[config.mk]
export PLATFORM = sky130hd
export DESIGN_NAME = ipvs_top
export DESIGN_NICKNAME = d
export VERILOG_FILES = /design/src/rtl/ipvs_pkg.sv /design/src/rtl/ipvs_top.sv
export SDC_FILE = /design/constraint.sdc
export NUM_CORES = 1
export LEC_CHECK = 0
export BUFFER_PORTS_ARGS = -buffer_cell sky130_fd_sc_hd__buf_4
export CAP_MARGIN = 20
export CORE_UTILIZATION = 55
export DETAILED_ROUTE_END_ITERATION = 6
export GPL_ROUTABILITY_DRIVEN = 0
export PLACE_DENSITY = 0.69
export SLEW_MARGIN = 20
export SYNTH_ARGS = -nofsm -noshare
export SYNTH_HDL_FRONTEND = slang
export SYNTH_SLANG_ARGS = --single-unit
[constraint.sdc]
create_clock -name hclk -period 46.5 [get_ports hclk]
set_clock_uncertainty 0.1 [all_clocks]
set_input_delay 2.325 -clock hclk [delete_from_list [all_inputs] [get_ports hclk]]
set_output_delay 2.325 -clock hclk [all_outputs]
set_load 0.005 [all_outputs]
[src/rtl/ipvs_pkg.sv]
// Constants, register map and state layout of the internal preset velocity selector
package ipvs_pkg;
	localparam logic [7:0] A_MODE = 8'h00;
	localparam logic [7:0] A_SENSE = 8'h04;
	localparam logic [7:0] A_FUNC0 = 8'h08;
	localparam logic [7:0] A_FUNC5 = 8'h1c;
	localparam logic [7:0] A_PRESET0 = 8'h20;
	localparam logic [7:0] A_PRESET7 = 8'h3c;
	localparam logic [7:0] A_RUP = 8'h40;
	localparam logic [7:0] A_RDN = 8'h44;
	localparam logic [7:0] A_STAT = 8'h48;
	localparam logic [7:0] A_REF = 8'h4c;
	localparam int N_IN = 6;
	localparam int N_PRE = 8;
	localparam logic [7:0] MODE_RST = 8'h15;
	localparam logic [7:0] MODE_IVEL = 8'h0f;
	localparam logic [5:0] FN_RST = 6'h00;
	localparam logic [5:0] FN_SEL0 = 6'h1b;
	localparam logic [5:0] FN_SEL1 = 6'h1d;
	localparam logic [5:0] FN_SEL2 = 6'h1f;
	localparam logic [5:0] FN_RUN = 6'h21;
	localparam logic [5:0] FN_DIR = 6'h23;
	localparam logic signed [7:0] PRE_MAX = 8'sh64;
	localparam logic signed [7:0] PRE_MIN = -8'sh64;
	// Presets 8..1, in rps
	localparam logic [63:0] PRE_RST = 64'h32_28_23_1e_19_14_0a_00;
	// Rates in milli-rps/s
	localparam logic [22:0] RATE_MIN = 23'h0000a7;
	localparam logic [22:0] RATE_MAX = 23'h4c4b40;
	localparam logic [22:0] RATE_RST = 23'h0186a0;
	// Speed reference unit is one micro-rps
	localparam logic signed [27:0] URPS = 28'sh00f4240;
	localparam int TICK_US = 1000;
	localparam int CLK_MHZ = 40;
	localparam int TICK_CYC = TICK_US * CLK_MHZ;
	typedef struct packed {
		logic [N_IN-1:0]      sy1;
		logic [N_IN-1:0]      sy2;
		logic [7:0]           mode;
		logic                 sense;
		logic [N_IN-1:0][5:0] func;
		logic [N_PRE-1:0][7:0] pre;
		logic [22:0]          rup;
		logic [22:0]          rdn;
		logic [15:0]          tcnt;
		logic signed [27:0]   ref_v;
		logic                 ccw;
		logic                 run;
		logic                 wp;
		logic                 rp;
		logic [7:0]           addr;
		logic                 rdy;
		logic [31:0]          rdata;
	} ipvs_st_s;
endpackage

[src/rtl/ipvs_top.sv]
// Internal preset velocity selector with AHB-Lite register slave
//
// How it works
// - Eight stored presets; digital input levels pick the active one.
// - Velocity runs only while main control mode equals 15.
// - Each of six input lines has its own function code register.
// - Codes 27/28,29/30,31/32 select bits, 33/34 run; odd closed-active.
// - Presets are signed and clamped to -100..100 rps.
// - Presets reset to 0,10,20,25,30,35,40,50 rps.
// - Separate up and down ramp rates, 0.167..5000 rps/s, default 100.
// - Without direction input, preset sign sets the direction.
// - With direction input, preset magnitude is used, input sets direction.
// - Direction function codes 35 closed-active, 36 open-active.
// - No direction input: sense 0 positive CW; sense 1 inverts.
// - Direction input: sense 0 active CW; sense 1 active CCW.
module ipvs_top
	import ipvs_pkg::*;
#(
	parameter int TICK = TICK_CYC
) (
	input  wire logic               hclk,
	input  wire logic               hresetn,
	input  wire logic               ce,
	input  wire logic               hsel,
	input  wire logic [31:0]        haddr,
	input  wire logic [1:0]         htrans,
	input  wire logic               hwrite,
	input  wire logic [2:0]         hsize,
	input  wire logic [31:0]        hwdata,
	input  wire logic               hready,
	output logic                    hreadyout,
	output logic [31:0]             hrdata,
	output logic                    hresp,
	input  wire logic [N_IN-1:0]    gen_in,
	output logic signed [27:0]      speed_ref,
	output logic                    dir_ccw,
	output logic                    vel_run
);
	ipvs_st_s           s;
	ipvs_st_s           n;
	logic [2:0]         sel_v;
	logic               run_v;
	logic               dir_on;
	logic               dir_asg;
	logic               act_v;
	logic [2:0]         idx;
	logic signed [7:0]  pre_s;
	logic signed [27:0] mag;
	logic signed [27:0] tgt;
	logic signed [28:0] diff;
	logic [22:0]        rate;
	logic [22:0]        wrate;
	logic [1:0]         hit_s0;
	logic [1:0]         hit_s1;
	logic [1:0]         hit_s2;
	logic [1:0]         hit_run;
	logic [1:0]         hit_dir;
	logic               up;
	logic               tick;
	logic [7:0]         wa;
	logic signed [31:0] wd_s;
	logic [31:0]        rd_v;

	// Bit 1 = line carries this function, bit 0 = function active
	function automatic logic [1:0] fn_hit(input logic [5:0] c, input logic [5:0] b,
		input logic lv);
		if (c == b) begin
			return {1'b1, lv};
		end
		if (c == b + 6'h01) begin
			return {1'b1, ~lv};
		end
		return 2'b00;
	endfunction

	////////////////////////////////////////////////////////////////////////
	always_comb begin
		n = s;
		sel_v = 3'h0;
		run_v = 1'b0;
		dir_on = 1'b0;
		dir_asg = 1'b0;
		hit_s0 = 2'b00;
		hit_s1 = 2'b00;
		hit_s2 = 2'b00;
		hit_run = 2'b00;
		hit_dir = 2'b00;
		// Inputs pass two flops before decoding
		n.sy1 = gen_in;
		n.sy2 = s.sy1;
		for (int i = 0; i < N_IN; i++) begin
			hit_s0 = fn_hit(s.func[i], FN_SEL0, s.sy2[i]);
			hit_s1 = fn_hit(s.func[i], FN_SEL1, s.sy2[i]);
			hit_s2 = fn_hit(s.func[i], FN_SEL2, s.sy2[i]);
			hit_run = fn_hit(s.func[i], FN_RUN, s.sy2[i]);
			hit_dir = fn_hit(s.func[i], FN_DIR, s.sy2[i]);
			sel_v[0] = sel_v[0] | hit_s0[0];
			sel_v[1] = sel_v[1] | hit_s1[0];
			sel_v[2] = sel_v[2] | hit_s2[0];
			run_v = run_v | hit_run[0];
			dir_on = dir_on | hit_dir[0];
			dir_asg = dir_asg | hit_dir[1];
		end
		act_v = run_v && (s.mode == MODE_IVEL);
		idx = sel_v;
		pre_s = $signed(s.pre[idx]);
		mag = 28'(pre_s * URPS);
		if (dir_asg) begin
			// Magnitude only; active input means positive reference
			if (mag < 0) begin
				mag = -mag;
			end
			tgt = dir_on ? mag : -mag;
		end else begin
			tgt = mag;
		end
		if (!act_v) begin
			tgt = 28'sh0;
		end

		////////////////////////////////////////////////////////////////////////
		// Ramp: one step per 1 ms tick; rate in milli-rps/s equals step in micro-rps
		tick = (s.tcnt == 16'(TICK - 1));
		n.tcnt = tick ? 16'h0 : s.tcnt + 16'h1;
		up = (tgt > s.ref_v && s.ref_v >= 0) || (tgt < s.ref_v && s.ref_v <= 0);
		rate = up ? s.rup : s.rdn;
		diff = 29'(tgt) - 29'(s.ref_v);
		if (tick) begin
			if (diff > $signed({6'h0, rate})) begin
				n.ref_v = s.ref_v + 28'(rate);
			end else if (diff < -$signed({6'h0, rate})) begin
				n.ref_v = s.ref_v - 28'(rate);
			end else begin
				n.ref_v = tgt;
			end
		end
		// Sign of reference, or of target at standstill, with sense
		if (n.ref_v == 0) begin
			n.ccw = (tgt < 0) ^ s.sense;
		end else begin
			n.ccw = (n.ref_v < 0) ^ s.sense;
		end
		n.run = act_v;

		////////////////////////////////////////////////////////////////////////
		// AHB-Lite: writes zero-wait, reads take one wait state
		wa = s.addr;
		wd_s = $signed(hwdata);
		rd_v = 32'h0;
		wrate = 23'h0;
		unique case (1'b1)
			wa == A_MODE: rd_v = {24'h0, s.mode};
			wa == A_SENSE: rd_v = {31'h0, s.sense};
			wa >= A_FUNC0 && wa <= A_FUNC5: rd_v = {26'h0, s.func[3'(wa[7:2] - 6'h02)]};
			wa >= A_PRESET0 && wa <= A_PRESET7:
				rd_v = {{24{s.pre[wa[4:2]][7]}}, s.pre[wa[4:2]]};
			wa == A_RUP: rd_v = {9'h0, s.rup};
			wa == A_RDN: rd_v = {9'h0, s.rdn};
			wa == A_STAT: rd_v = {25'h0, dir_asg, s.run, s.ccw, idx, s.ref_v == tgt};
			wa == A_REF: rd_v = {{4{s.ref_v[27]}}, s.ref_v};
			default: rd_v = 32'h0;
		endcase
		if (s.wp) begin
			n.wp = 1'b0;
			unique case (1'b1)
				wa == A_MODE: n.mode = hwdata[7:0];
				wa == A_SENSE: n.sense = hwdata[0];
				wa >= A_FUNC0 && wa <= A_FUNC5: n.func[3'(wa[7:2] - 6'h02)] = hwdata[5:0];
				wa >= A_PRESET0 && wa <= A_PRESET7: begin
					if (wd_s > 32'(PRE_MAX)) begin
						n.pre[wa[4:2]] = PRE_MAX;
					end else if (wd_s < 32'(PRE_MIN)) begin
						n.pre[wa[4:2]] = PRE_MIN;
					end else begin
						n.pre[wa[4:2]] = hwdata[7:0];
					end
				end
				wa == A_RUP || wa == A_RDN: begin
					if (hwdata < 32'(RATE_MIN)) begin
						wrate = RATE_MIN;
					end else if (hwdata > 32'(RATE_MAX)) begin
						wrate = RATE_MAX;
					end else begin
						wrate = hwdata[22:0];
					end
					if (wa == A_RUP) begin
						n.rup = wrate;
					end else begin
						n.rdn = wrate;
					end
				end
				default: n.wp = 1'b0;
			endcase
		end
		if (s.rp) begin
			n.rp = 1'b0;
			n.rdy = 1'b1;
			n.rdata = rd_v;
		end
		if (hsel && hready && htrans[1] && s.rdy) begin
			n.addr = {haddr[7:2], 2'b00};
			n.wp = hwrite;
			n.rp = ~hwrite;
			n.rdy = hwrite;
		end
	end

	always_ff @(posedge hclk or negedge hresetn) begin
		if (!hresetn) begin
			s <= '{sy1: '0, sy2: '0, mode: MODE_RST, sense: 1'b0,
				func: {N_IN{FN_RST}}, pre: PRE_RST, rup: RATE_RST,
				rdn: RATE_RST, tcnt: 16'h0, ref_v: 28'sh0, ccw: 1'b0,
				run: 1'b0, wp: 1'b0, rp: 1'b0, addr: 8'h0, rdy: 1'b1,
				rdata: 32'h0};
		end else if (ce) begin
			s <= n;
		end
	end

	assign hreadyout = s.rdy;
	assign hrdata = s.rdata;
	assign hresp = 1'b0;
	assign speed_ref = s.ref_v;
	assign dir_ccw = s.ccw;
	assign vel_run = s.run;
endmodule

==> flow_metrics.tcl <==
set metrics [dict create \
    critical_path.endpoint_type "flip-flop" \
    die_h_um 212.1 \
    drtIter0Drc 2957 \
    critPathTopFamily "compound AO/OA/AOI/OAI gates" \
    die-area_um2 44970 \
    io_pins 145 \
    clkTransAtPathRegs_ns 0.06 \
    critPathLaunch "s[228]" \
    tns_ns 0 \
    synth_nets 3166 \
    place_area_um2 24990 \
    crit-reg2reg-launch "s[228]" \
    num_antenna_cells 0 \
    cp_data_required_time_ns 46.88 \
    wl_per_cell_um 24.00 \
    first_global_vias 21680 \
    maxCapViolCount 0 \
    synth_cell_type_count 120 \
    yosysSeqAreaShare_pct 25.96 \
    drc_errors 0 \
    clock-sinks 250 \
    worstPathBufferInverterCount 8 \
    min_period_ns 20.76 \
    ys.flop_type "dfrtp_1" \
    dr.pass1.iters 7 \
    rsz0062_at_grt "no" \
    coreArea_um2 43270 \
    clk_latency_ns 0.60 \
    ys_top_cells_by_area "dfrtp_1 (22%), ha_1 (9.0%), nand2_1 (4.9%)" \
    worstSetupPathType "reg -> reg" \
    min_period_over_period_pct 44.64 \
    drt-met1-wl_mm 33.76 \
    synth_edf_count 0 \
    cts_root_buf "clkbuf_16" \
    fmax_mhz 48.17 \
    tritoncts "done" \
    syn-instance-count 2889 \
    critPathLaunchType "flip-flop" \
    final_cell_count_no_fill 3459 \
    cts_buffer_depth 3 \
    wirelength_mm 83.03 \
    syn-cell-area_um2 24270 \
    grt_pass1_wl_mm 126.6 \
    grt_usage_pct 36.32 \
    cts_setup_buffers 0 \
    p_per_area_nw_per_um2 36.31 \
    rows 76 \
    routed-wl-met3_mm 8.272 \
    cp.arrival_ns 21.14 \
    hp-class "reg -> reg" \
    path_common_cell "inv_1" \
    antenna_found_initial 0 \
    yosysTopAreaCell "dfrtp_1" \
    slew_violations 0 \
    routed-wl-met2_mm 36.36 \
    die_w_um 212.1 \
    io_buffers 113 \
    hold-path-cell-count 1 \
    status "finished, final reports clean" \
    cts_buffers 30 \
    num_vias 23490 \
    overflow 0 \
    htreeDepth 1 \
    routed_via_density 6.790 \
    finalSetupViolCount 0 \
    p_leak_nw 11.26 \
    synth-async-reset-ratio_pct 100.0 \
    dp_cells 3405 \
    synth.most_common_cell "nand2_1" \
    path_max_fanout 25 \
    ff2ff_setup_slack_ns 25.74 \
    grt_start_max_net_pins 92 \
    hold_buffers 0 \
    highest_layer "met4" \
    ys_seq_elements 250 \
    start_util_pct 56.10 \
    cts_resized 0 \
    hold_start "hrdata[25]" \
    cpPeakStageDelay_ns 0.92 \
    ys_top_cells_by_count "nand2_1 (315), o21ai_0 (228), dfrtp_1 (215), nor2_1 (201), ha_1 (175)" \
    dpl_worst_slack_ns 26.26 \
    reg2reg_depth 62 \
    drive_gt1_share_pct 14.93 \
    finalWorstSetupSlack_ns 25.74 \
    syn_avg_cell_area_um2 8.401 \
    syn2layout_area_growth_pct 7.393 \
    nets 3129 \
    worstMarginPinSlew_ns 1.048 \
    cp_slowest_cell "a2111oi_1" \
    hold_viol 0 \
    timing.rr.end "dir_ccw" \
    fin_total_pwr_mw 0.9465 \
    vdd_drop_max_v 0.00003698 \
    dpl.hpwl_mm 61.77 \
    antenna_left 0 \
    ys_warn_count 0 \
    slew_headroom_pct 29.60 \
    hold_end "hrdata[25]" \
    post-synth-top-area-fraction_pct 22.17 \
    fin_area_um2 26070 \
]
==> worst register-to-register path, delay by kind of cell (launching register included) <==
family / cells / cell delay (ns)
AND/OR/NAND/NOR: 19 / 6.27
buffers and inverters: 8 / 1.20
AO/OA/AOI/OAI: 23 / 7.68
flip-flops: 1 / 0.44
adder cells (fa/ha/maj): 7 / 3.10
XOR/XNOR: 2 / 0.37
multiplexers: 3 / 1.49
==> layer usage <==
layer	vias to the layer above	track usage [%]
li1	10600	-
met4	0	17.64
met1	11290	48.05
met3	272	7.976
met2	1326	56.12
met5	-	0
==> cell usage in the layout (no fill, tap or decap), types with 28 or more instances in the layout <==
master     count
a21o_1        52
a21oi_1      160
a22oi_1       29
buf_4        148
clkbuf_16     30
dfrtp_1      213
dfstp_2       35
ha_1         175
inv_1        122
mux2_2       101
mux2i_1       55
nand2_1      314
nand3_1       88
nand4_1       56
nor2_1       200
nor3_1        72
o21ai_0      228
o31ai_1       33
or3_1         28
xnor2_1       80
==> cell type report <==
cell class	count	area, um^2
well taps	585	732.0
fillers	3899	17200
flip-flops and latches	250	6302
clock buffers	43	889.6
repair buffers	150	1137
inverters	126	474.2
multi-input cells	2294	16350
clock inverters	11	176.4
==> metrics by stage <==
step	utilization, %	hold slack [ns]
after global placement	57.73	0.3672
after floorplan	-	0.3506
final	60.24	0.3825
after detailed placement	57.75	0.3712
after CTS	60.22	0.3818
after global routing	60.24	0.3975
==> logic make-up after synthesis <==
family | after synthesis | synth area share (%)
adder cells (fa/ha/maj) | 196 | 10.75
flip-flops | 250 | 25.96
other | 1 | 0.01545
multiplexers | 182 | 9.125
buffers and inverters | 345 | 6.825
XOR/XNOR | 104 | 3.753
AND/OR/NAND/NOR | 981 | 20.25
AO/OA/AOI/OAI | 830 | 23.32
==> where the power goes <==
group / switching [mW] / leakage, nW / internal (mW)
sequential: 0.0276 / 3.18 / 0.232
combinational: 0.274 / 7.57 / 0.161
clock: 0.102 / 0.512 / 0.150
==> flip-flops by register name, summed over array words and instances, names as in the netlist <==
| name | cells |
|---|---|
| speed_ref | 28 |
| n | 6 |
| dir_ccw | 1 |
| vel_run | 1 |
| s | 179 |
| hrdata | 28 |
| hreadyout | 1 |
| wa | 6 |
==> worst max-delay path by stage <==
stage,to,cells after the start
after floorplan,dir_ccw,69
after global placement,dir_ccw,63
after detailed placement,dir_ccw,62
after CTS,dir_ccw,62
after global routing,dir_ccw,63
final,dir_ccw,62
No activity file was read; power rests on OpenSTA's default activity.
